`config.mk`:
```
export PLATFORM = sky130hd
export DESIGN_NAME = fill_and_sleep_exec
export DESIGN_NICKNAME = d
export VERILOG_FILES = /design/src/design/fse_pkg.sv /design/src/design/qphase_gen.sv /design/src/design/fill_and_sleep_exec.sv
export SDC_FILE = /design/constraint.sdc
export NUM_CORES = 1
export LEC_CHECK = 0
export ABC_AREA = 1
export ABC_CLOCK_PERIOD_IN_PS = 1700
export BUFFER_PORTS_ARGS = -buffer_cell sky130_fd_sc_hd__buf_2
export CAP_MARGIN = 0
export CORE_ASPECT_RATIO = 0.6
export CORE_MARGIN = 2
export CORE_UTILIZATION = 46
export DETAILED_ROUTE_END_ITERATION = 12
export GPL_ROUTABILITY_DRIVEN = 0
export PLACE_DENSITY = 0.8
export SYNTH_ARGS = -nofsm -noshare
export SYNTH_HDL_FRONTEND = slang
export SYNTH_SLANG_ARGS = --single-unit
```
`constraint.sdc`:
```
create_clock -name CORE_CLK -period 1.7 [get_ports CORE_CLK]
set_clock_uncertainty 0.2 [all_clocks]
set_input_delay 0.255 -clock CORE_CLK [delete_from_list [all_inputs] [get_ports CORE_CLK]]
set_output_delay 0.255 -clock CORE_CLK [all_outputs]
set_load 0.02 [all_outputs]
```
`src/design/fse_pkg.sv`:
```
// constants, types and register map of the fill and sleep executor
package fse_pkg;

  // ********************************
  // register map (byte offsets)
  // ********************************
  localparam logic [7:0] OFS_FLAGS    = 8'h00;
  localparam logic [7:0] OFS_IRQ_STAT = 8'h04;
  localparam logic [7:0] OFS_IRQ_MASK = 8'h08;
  localparam logic [7:0] OFS_CTRL     = 8'h0C;
  localparam logic [7:0] OFS_BANK     = 8'h10;

  // ********************************
  // field positions
  // ********************************
  localparam int FLAG_TIMEOUT = 0;
  localparam int FLAG_PWRDN   = 1;
  localparam int FLAG_SLEEP   = 2;
  localparam int EV_FILL      = 0;
  localparam int EV_SLEEP     = 1;
  localparam int EV_WATCHDOG  = 2;
  localparam int CTRL_EXEC  = 0;
  localparam int EV_W       = 3;

  // ********************************
  // reset values
  // ********************************
  localparam logic            RST_TIMEOUT = 1'b1;
  localparam logic            RST_PWRDN   = 1'b1;
  localparam logic            RST_EXEC = 1'b1;
  localparam logic [EV_W-1:0] RST_MASK = 3'h0;
  localparam logic [3:0]      RST_BANK = 4'h0;

  // ********************************
  // instruction encodings
  // ********************************
  localparam logic [6:0]  OPC_FILL     = 7'h34;
  localparam logic [15:0] WORD_SLEEP   = 16'h0003;
  localparam logic [7:0]  FILL_VALUE   = 8'hFF;
  localparam logic [7:0]  ACCESS_SPLIT = 8'h60;
  localparam logic [3:0]  ACCESS_LOW   = 4'h0;
  localparam logic [3:0]  ACCESS_HIGH  = 4'hF;

  // ********************************
  // instruction cycle phases
  // ********************************
  localparam logic [1:0] PH_DECODE = 2'h0;
  localparam logic [1:0] PH_WRITE  = 2'h3;
  localparam logic [1:0] PH_STEP   = 2'h1;

  typedef enum logic [1:0] {
    ST_RUN    = 2'h0,
    ST_ASLEEP = 2'h1,
    ST_WAKE   = 2'h3
  } pstate_t;

  typedef struct packed {
    logic        psel;
    logic        penable;
    logic        pwrite;
    logic [7:0]  paddr;
    logic [31:0] pwdata;
  } apb_req_t;

  typedef struct packed {
    logic [31:0] prdata;
    logic        pready;
    logic        pslverr;
  } apb_rsp_t;

  typedef struct packed {
    logic        we;
    logic [11:0] addr;
    logic [7:0]  wdata;
  } mem_wr_t;

endpackage

```
`src/design/qphase_gen.sv`:
```
// four-phase instruction cycle counter, halted while the core sleeps
`timescale 1ns/1ps
`default_nettype none
module qphase_gen
  import fse_pkg::*;
(
  input  wire logic       clk,
  input  wire logic       rst,
  input  wire logic       run,
  output var  logic [1:0] phase
);

  logic [1:0] next_phase;

  // stopped oscillator: no phase advance while asleep
  always_comb begin
    next_phase = phase;
    if (run) begin
      next_phase = phase + PH_STEP;
    end
  end

  always_ff @(posedge clk) begin
    if (rst) begin
      phase <= PH_DECODE;
    end else begin
      phase <= next_phase;
    end
  end

endmodule
`default_nettype wire

```
`src/design/fill_and_sleep_exec.sv`:
```
// executor for the fill-with-ones and sleep instructions, with apb registers
// ****************************************************************
// What this block does
// - fill targets the access bank when a is 0, else bank_select_reg.
// - sleep clears power_down_flag.
// - sleep sets timeout_flag.
// - sleep clears the watchdog counter and its postscaler.
// - sleep puts the core to sleep with the oscillator stopped.
// - a watchdog wake-up clears timeout_flag.
// ****************************************************************
`timescale 1ns/1ps
`default_nettype none
module fill_and_sleep_exec
  import fse_pkg::*;
(
  input  wire logic        CORE_CLK,
  input  wire logic        SYS_RST,
  input  wire apb_req_t    APB_REQ,
  output var  apb_rsp_t    APB_RSP,
  input  wire logic        INSTR_VALID,
  input  wire logic [15:0] INSTR_WORD,
  input  wire logic        WAKE_WATCHDOG,
  input  wire logic        WAKE_OTHER,
  output var  mem_wr_t     MEM_WR,
  output var  logic        WATCHDOG_CLEAR,
  output var  logic        OSC_STOP,
  output var  logic        TIMEOUT_FLAG,
  output var  logic        POWER_DOWN_FLAG,
  output var  logic        IRQ
);

  // ********************************
  // state
  // ********************************
  pstate_t         state,      next_state;
  logic [1:0]      phase;
  logic [15:0]     instr,      next_instr;
  logic            instr_ok,   next_instr_ok;
  logic            timeout_flag,    next_timeout_flag;
  logic            power_down_flag, next_power_down_flag;
  logic [EV_W-1:0] irq_stat,   next_irq_stat;
  logic [EV_W-1:0] irq_mask,   next_irq_mask;
  logic            exec_en,    next_exec_en;
  logic [3:0]      bank_select_reg, next_bank_select_reg;
  mem_wr_t         next_mem_wr;
  logic            next_dog_clear, next_osc_stop, next_irq;
  apb_rsp_t        next_apb_rsp;
  logic            apb_wr, exec_fill, exec_sleep, wake_dog_ev;
  logic [EV_W-1:0] ev, w1c;
  logic [31:0]     rd_word;

  qphase_gen u_qphase (
    .clk   (CORE_CLK),
    .rst   (SYS_RST),
    .run   (state == ST_RUN),
    .phase (phase)
  );

  // ********************************
  // apb slave, one wait state
  // ********************************
  assign apb_wr = APB_REQ.psel & APB_REQ.penable & APB_RSP.pready
                  & APB_REQ.pwrite;

  always_comb begin
    rd_word = 32'h0000_0000;
    case (APB_REQ.paddr)
      OFS_FLAGS: begin
        rd_word[FLAG_TIMEOUT] = timeout_flag;
        rd_word[FLAG_PWRDN]   = power_down_flag;
        rd_word[FLAG_SLEEP]   = (state != ST_RUN);
      end
      OFS_IRQ_STAT: rd_word[EV_W-1:0] = irq_stat;
      OFS_IRQ_MASK: rd_word[EV_W-1:0] = irq_mask;
      OFS_CTRL:     rd_word[CTRL_EXEC] = exec_en;
      OFS_BANK:     rd_word[3:0] = bank_select_reg;
      default:      rd_word = 32'h0000_0000;
    endcase
  end

  always_comb begin
    next_apb_rsp        = APB_RSP;
    next_apb_rsp.pready = APB_REQ.psel & APB_REQ.penable & ~APB_RSP.pready;
    next_apb_rsp.pslverr = 1'b0;
    if (APB_REQ.psel & APB_REQ.penable & ~APB_RSP.pready) begin
      next_apb_rsp.prdata = rd_word;
    end
  end

  always_ff @(posedge CORE_CLK) begin
    if (SYS_RST) begin
      APB_RSP <= '0;
    end else begin
      APB_RSP <= next_apb_rsp;
    end
  end

  // ********************************
  // instruction execution
  // ********************************
  assign exec_fill  = (state == ST_RUN) && (phase == PH_WRITE) && instr_ok
                      && (instr[15:9] == OPC_FILL);
  assign exec_sleep = (state == ST_RUN) && (phase == PH_WRITE) && instr_ok
                      && (instr == WORD_SLEEP);
  assign wake_dog_ev = (state == ST_ASLEEP) && WAKE_WATCHDOG;

  always_comb begin
    next_state           = state;
    next_instr           = instr;
    next_instr_ok        = instr_ok;
    next_timeout_flag    = timeout_flag;
    next_power_down_flag = power_down_flag;
    next_irq_mask        = irq_mask;
    next_exec_en         = exec_en;
    next_bank_select_reg = bank_select_reg;
    next_mem_wr          = '0;
    next_dog_clear       = 1'b0;
    next_osc_stop        = OSC_STOP;
    ev                   = '0;
    w1c                  = '0;
    if ((state == ST_RUN) && (phase == PH_DECODE)) begin
      next_instr    = INSTR_WORD;
      next_instr_ok = INSTR_VALID & exec_en;
    end
    if (exec_fill) begin
      next_mem_wr.we    = 1'b1;
      next_mem_wr.wdata = FILL_VALUE;
      if (!instr[8]) begin
        // access bank covers low and high ends of data memory
        next_mem_wr.addr = {(instr[7:0] < ACCESS_SPLIT) ? ACCESS_LOW
                            : ACCESS_HIGH, instr[7:0]};
      end else begin
        next_mem_wr.addr = {bank_select_reg, instr[7:0]};
      end
      ev[EV_FILL] = 1'b1;
    end
    case (state)
      ST_RUN: begin
        if (exec_sleep) begin
          next_power_down_flag = 1'b0;
          next_timeout_flag    = 1'b1;
          next_dog_clear       = 1'b1;
          next_osc_stop        = 1'b1;
          next_state           = ST_ASLEEP;
          ev[EV_SLEEP]         = 1'b1;
        end
      end
      ST_ASLEEP: begin
        if (WAKE_WATCHDOG | WAKE_OTHER) begin
          next_osc_stop = 1'b0;
          next_state    = ST_WAKE;
        end
        if (wake_dog_ev) begin
          next_timeout_flag = 1'b0;
          ev[EV_WATCHDOG]   = 1'b1;
        end
      end
      ST_WAKE: begin
        // restart from a fresh decode phase
        next_instr_ok = 1'b0;
        next_state    = ST_RUN;
      end
      default: next_state = ST_RUN;
    endcase
    if (apb_wr) begin
      case (APB_REQ.paddr)
        OFS_IRQ_STAT: w1c = APB_REQ.pwdata[EV_W-1:0];
        OFS_IRQ_MASK: next_irq_mask = APB_REQ.pwdata[EV_W-1:0];
        OFS_CTRL:     next_exec_en = APB_REQ.pwdata[CTRL_EXEC];
        OFS_BANK:     next_bank_select_reg = APB_REQ.pwdata[3:0];
        default:      w1c = '0;
      endcase
    end
    // set beats clear in the same cycle
    next_irq_stat = (irq_stat & ~w1c) | ev;
    next_irq      = |(next_irq_stat & next_irq_mask);
  end

  always_ff @(posedge CORE_CLK) begin
    if (SYS_RST) begin
      state           <= ST_RUN;
      instr           <= 16'h0000;
      instr_ok        <= 1'b0;
      timeout_flag    <= RST_TIMEOUT;
      power_down_flag <= RST_PWRDN;
      irq_stat        <= '0;
      irq_mask        <= RST_MASK;
      exec_en         <= RST_EXEC;
      bank_select_reg <= RST_BANK;
      MEM_WR          <= '0;
      WATCHDOG_CLEAR  <= 1'b0;
      OSC_STOP        <= 1'b0;
      TIMEOUT_FLAG    <= RST_TIMEOUT;
      POWER_DOWN_FLAG <= RST_PWRDN;
      IRQ             <= 1'b0;
    end else begin
      state           <= next_state;
      instr           <= next_instr;
      instr_ok        <= next_instr_ok;
      timeout_flag    <= next_timeout_flag;
      power_down_flag <= next_power_down_flag;
      irq_stat        <= next_irq_stat;
      irq_mask        <= next_irq_mask;
      exec_en         <= next_exec_en;
      bank_select_reg <= next_bank_select_reg;
      MEM_WR          <= next_mem_wr;
      WATCHDOG_CLEAR  <= next_dog_clear;
      OSC_STOP        <= next_osc_stop;
      TIMEOUT_FLAG    <= next_timeout_flag;
      POWER_DOWN_FLAG <= next_power_down_flag;
      IRQ             <= next_irq;
    end
  end
endmodule
`default_nettype wire

```
==> results of run 1 <==
==> power breakdown <==
| group | internal [mW] | total, mW | switching, mW |
|---|---|---|---|
| Combinational | 0.104 | 0.331 | 0.227 |
| Sequential | 1.34 | 1.38 | 0.0334 |
| Clock | 0.589 | 0.995 | 0.407 |
==> metal layers <==
metal / part of all wire, % / GRT usage, % / vias up
li1: - / - / 1153
met1: 48 / 24.6 / 982
met2: 44 / 27.6 / 68
met3: 7.3 / 4.54 / 4
met4: 0.69 / 4.70 / 0
met5: 0 / 0 / -
==> kinds of logic (layout without fill, tap and decap cells) <==
kind of cell	count (synthesis)	in the layout	synth area share, %
AND/OR/NAND/NOR	149	150	25.0
buffers and inverters	81	119	17.9
AO/OA/AOI/OAI	59	59	12.3
flip-flops	55	55	43.7
adder cells (fa/ha/maj)	2	2	0.992
other	1	29	0.149
==> cell type report <==
cell class | count | area [um^2]
flip-flops and latches | 55 | 1100
clock inverters | 2 | 60.1
inverters | 37 | 139
fillers | 469 | 2240
multi-input cells | 240 | 1090
repair buffers | 74 | 393
well taps | 66 | 82.6
clock buffers | 6 | 72.6
==> layout by cell type, fill, tap and decap left out <==
cell type,instances
buf_2,66
clkbuf_1,1
a21oi_4,1
ha_1,2
dfxtp_2,1
inv_1,36
o21ai_1,1
buf_4,7
dfxtp_1,54
dlygate4sd3_1,1
nor3_1,3
inv_2,1
nor2_1,53
conb_1,29
nand4_4,1
nor2_2,10
o21ai_0,27
nor4_1,1
bufinv_16,2
clkbuf_8,5
or2_2,2
a21oi_1,29
nand2_1,65
nor2_4,1
or2_4,1
a221oi_1,1
nand3_1,13
==> worst max-delay path, stage by stage (launching register included) <==
cell	delay, ns
dfxtp_1	0.35
ha_1	0.15
nand2_1	0.09
nor2_4	0.14
nand4_4	0.11
or2_2	0.41
nor2_2	0.10
==> what timing repair did <==
item,in CTS,in global routing
hold endpoints to repair,1,0
gates resized for setup,0,2
setup endpoints to repair,0,2
hold buffers,1,0
==> path summary, 6_finish.rpt <==
check                    startpoint  depth (start not counted)    endpoint
setup reg to reg  u_qphase.phase[1]                          6  MEM_WR[10]
setup / recovery  u_qphase.phase[1]                          6  MEM_WR[10]
hold / removal        INSTR_WORD[9]                          3    instr[9]
hold reg to reg            OSC_STOP                          2    OSC_STOP
==> flow_summary.ini, run 1 <==
[status]
outcome = completed

[layout]
layout.cells.non_filler = 480
top_regs = instr (16), MEM_WR (13), APB_RSP (5)
final_layout_size_suffix_gt1_share_pct = 23.7
diodes = 0
area_growth_pct = 16.5
largest_reg_flops = 16
nets = 479
fin_area_um2 = 2940
largest-register = instr
final_util_pct = 56.7

[sta]
post-route-min-period_ns = 1.60
fmax_mhz = 623
slew_viol_final = 0
holdWs_ns = 0.00539
hold_violations = 0
setup_viol = 0
setup_tns_ns = 0
setup_ws_ns = 0.0953
rsz0062_at_grt = no
fin_crit_sh_pct = 94.4

[die]
dieHeight_um = 61.4
ios = 124
num_rows = 20
dieArea_um2 = 6110
core-area_um2 = 5180
die_x_um = 99.6
start_util_pct = 48.7

[clocking]
clkSlewWorstSetupHoldPaths_ns = 0.10
cts_tree = done
clock_latency_ns = 0.30
cts_setup_buffers = 0
cts_buffers = 5
cts_htree_levels = 2
clk_path_buf_depth = 2
cts_root_buf = clkbuf_8
clock-sinks = 55

[logic_synthesis]
yosysUniqueCellTypes = 25
synthArstFlopShare_pct = 0
synth_top_cell_area_share_pct = 43.7
syn_area_um2 = 2520
syn_inst = 347
synth.avg_cell_area_um2 = 7.27
synth_top_cells_by_area = dfxtp_1, buf_4, nand2_1, nor2_1, a21oi_1
ys_seq_area_share_pct = 43.7
synth_top_area_cell = dfxtp_1
synth_common_cells = nand2_1, dfxtp_1, nor2_1, buf_4, inv_1
synth_edf_count = 0
synthFlopType = dfxtp_1
synth-seq-cells = 55
ys_warn_count = 0
yosysMostFrequentCell = nand2_1

[drt]
drc = 0
drt-pass1-iter-count = 4
vias = 2207
drtAntennaViolNets = 0
vias_per_cell = 4.60
routed_wl_um = 5370
avgRoutedWirePerCell_um = 11.2
drt-initial-drc-count = 142

[job]
maxCapViolations = 0

[placement]
dp.cells = 470
placed_cell_area_um2 = 2780
io_buffers = 66
dp_hpwl_um = 4090
place_ws_ns = 0.0876

[pwr]
p_leak_nw = 1.50
p_total_mw = 2.70
ir_worst_vdd_uv = 416
power_density_nw_per_um2 = 919

[setup_path]
startpoint_type = register
cp_data_arrival_time_ns = 1.65
worstPathRequired_ns = 1.74
cp-end-kind = register
worstPathMaxFanout = 6
r2r_setup_slack_ns = 0.1
critPathKind = reg -> reg

[global_routing]
grt_max_degree = 29
grt_pass1_vias = 1811
grt_pass1_wl_um = 8330
antenna_found_initial = 0
grtUsageTotal_pct = 17.6
grt_overflow_total = 0

[min_path]
hold_path.class = in -> reg
Power figures use the tool's default switching activity.
==> inputs of run 2 (changes only) <==
--- a/config.mk
+++ b/config.mk
@@ -15,6 +15,7 @@
 export DETAILED_ROUTE_END_ITERATION = 12
 export GPL_ROUTABILITY_DRIVEN = 0
 export PLACE_DENSITY = 0.8
+export RECOVER_POWER = 50
 export SYNTH_ARGS = -nofsm -noshare
 export SYNTH_HDL_FRONTEND = slang
 export SYNTH_SLANG_ARGS = --single-unit
==> run 2 against run 1 <==
Effect of this change:
- cell count is the same
- global-route usage did not move
- combinational power hardly changed
- clock power about the same
- power about the same
- sequential power about the same
- non-clock buffer count stayed put
- critical endpoint unchanged
- highest routed layer unchanged
==> flow_summary.ini, run 2 (same netlist as run 1, synthesis figures left out) <==
[sta]
fmax_mhz = 623
post-route-min-period_ns = 1.61
rsz0062_at_grt = no
fin_crit_sh_pct = 94.5
slew_viol_final = 0
hold_violations = 0
setup_tns_ns = 0
setup_viol = 0

[drt]
vias = 2197
drt-initial-drc-count = 144
vias_per_cell = 4.58
drtAntennaViolNets = 0
avgRoutedWirePerCell_um = 11.2
drc = 0
drt-pass1-iter-count = 4
routed_wl_um = 5380

[min_path]
hold_path.class = in -> reg

[setup_path]
critPathKind = reg -> reg
cpMaxStageDelayCell = or2_2
path_delay_family = simple AND/OR/NAND/NOR gates
r2r_setup_slack_ns = 0.09
startpoint_type = register
cp_data_arrival_time_ns = 1.65
path_cells = ha_1, nand2_1, nor2_4, nand4_4, or2_2, nor2_2
worstPathRequired_ns = 1.74
path_buf_inv = 0
cp-end-kind = register
cpPeakStageDelay_ns = 0.41
worstPathMaxFanout = 6

[clocking]
cts_root_buf = clkbuf_8
clock_latency_ns = 0.30
clkSlewWorstSetupHoldPaths_ns = 0.10
cts_setup_buffers = 0
cts_tree = done
clock-sinks = 55
cts_htree_levels = 2
cts_buffers = 5
clk_path_buf_depth = 2

[placement]
io_buffers = 66
dp_hpwl_um = 4090
dp.cells = 470

[global_routing]
grt_pass1_vias = 1811
antenna_found_initial = 0
grt_overflow_total = 0
grt_max_degree = 29
grtUsageTotal_pct = 17.6
grt_pass1_wl_um = 8330

[layout]
mostFrequentLayoutCells = nand2_1, dfxtp_1, nor2_1
area_growth_pct = 15.0
final_layout_size_suffix_gt1_share_pct = 17.1
layout.cells.non_filler = 480
top_regs = instr (16), MEM_WR (13), APB_RSP (5)
largest-register = instr
final_common_cell = nand2_1
diodes = 0
nets = 479
largest_reg_flops = 16

[status]
outcome = completed

[die]
dieArea_um2 = 6110
num_rows = 20
core-area_um2 = 5180
dieHeight_um = 61.4
ios = 124
start_util_pct = 48.7
die_x_um = 99.6

[job]
maxCapViolations = 0

[pwr]
p_leak_nw = 1.40
ir_worst_vdd_uv = 415
power_density_nw_per_um2 = 931
p_total_mw = 2.70
-- run 2: area by class of cell --
cell class | instances | area, um^2
Tap cell | 66 | 82.6
Multi-Input combinational cell | 240 | 1090
Timing Repair Buffer | 74 | 358
Clock inverter | 2 | 60.1
Inverter | 37 | 139
Fill cell | 490 | 2280
Clock buffer | 6 | 72.6
Sequential cell | 55 | 1100
-- run 2: final timing paths --
| path | cells after the start | startpoint | endpoint |
|---|---|---|---|
| setup / recovery | 6 | u_qphase.phase[1] | MEM_WR[10] |
| hold / removal | 3 | INSTR_WORD[9] | instr[9] |
| setup reg to reg | 6 | u_qphase.phase[1] | MEM_WR[10] |
| hold reg to reg | 2 | OSC_STOP | OSC_STOP |
-- run 2: power by group --
part           leakage, nW  total (mW)  internal [mW]  switching (mW)
sequential           0.449        1.38           1.34          0.0336
combinational        0.882       0.329          0.102           0.227
clock               0.0654       0.995          0.589           0.406
-- run 2: through the flow --
step / instance area, um^2 / setup WS (ns) / hold WS, ns / util, %
6_report: 2900 / 0.0942 / 0.00553 / 56.0
5_1_grt: 2900 / 0.0175 / 0.0233 / 56.0
4_1_cts: 2920 / 0.0881 / 0.00670 / 56.4
3_5_place_dp: 2780 / 0.0876 / 0.249 / 53.7
3_3_place_gp: 2780 / 0.136 / 0.233 / 53.7
2_1_floorplan: 2630 / 0.180 / 0.203 / -
-- run 2: worst reg2reg max path, stage by stage (launching register included) --
cell     delay, ns
dfxtp_1       0.35
ha_1          0.15
nand2_1       0.09
nor2_4        0.14
nand4_4       0.11
or2_2         0.41
nor2_2        0.10
-- run 2: per-layer routing --
metal / vias to the layer above / share of wire (%) / global-route usage (%)
met5: - / 0 / 0
met4: 0 / 0.69 / 4.70
met3: 4 / 6.5 / 4.54
met2: 60 / 43 / 27.6
met1: 982 / 49 / 24.6
li1: 1151 / - / -
-- run 2: repair_timing --
| action | CTS | global route |
|---|---|---|
| resized for setup | 0 | 2 |
| hold endpoints to repair | 1 | 0 |
| hold buffers | 1 | 0 |
| endpoints found under the setup margin | 0 | 2 |
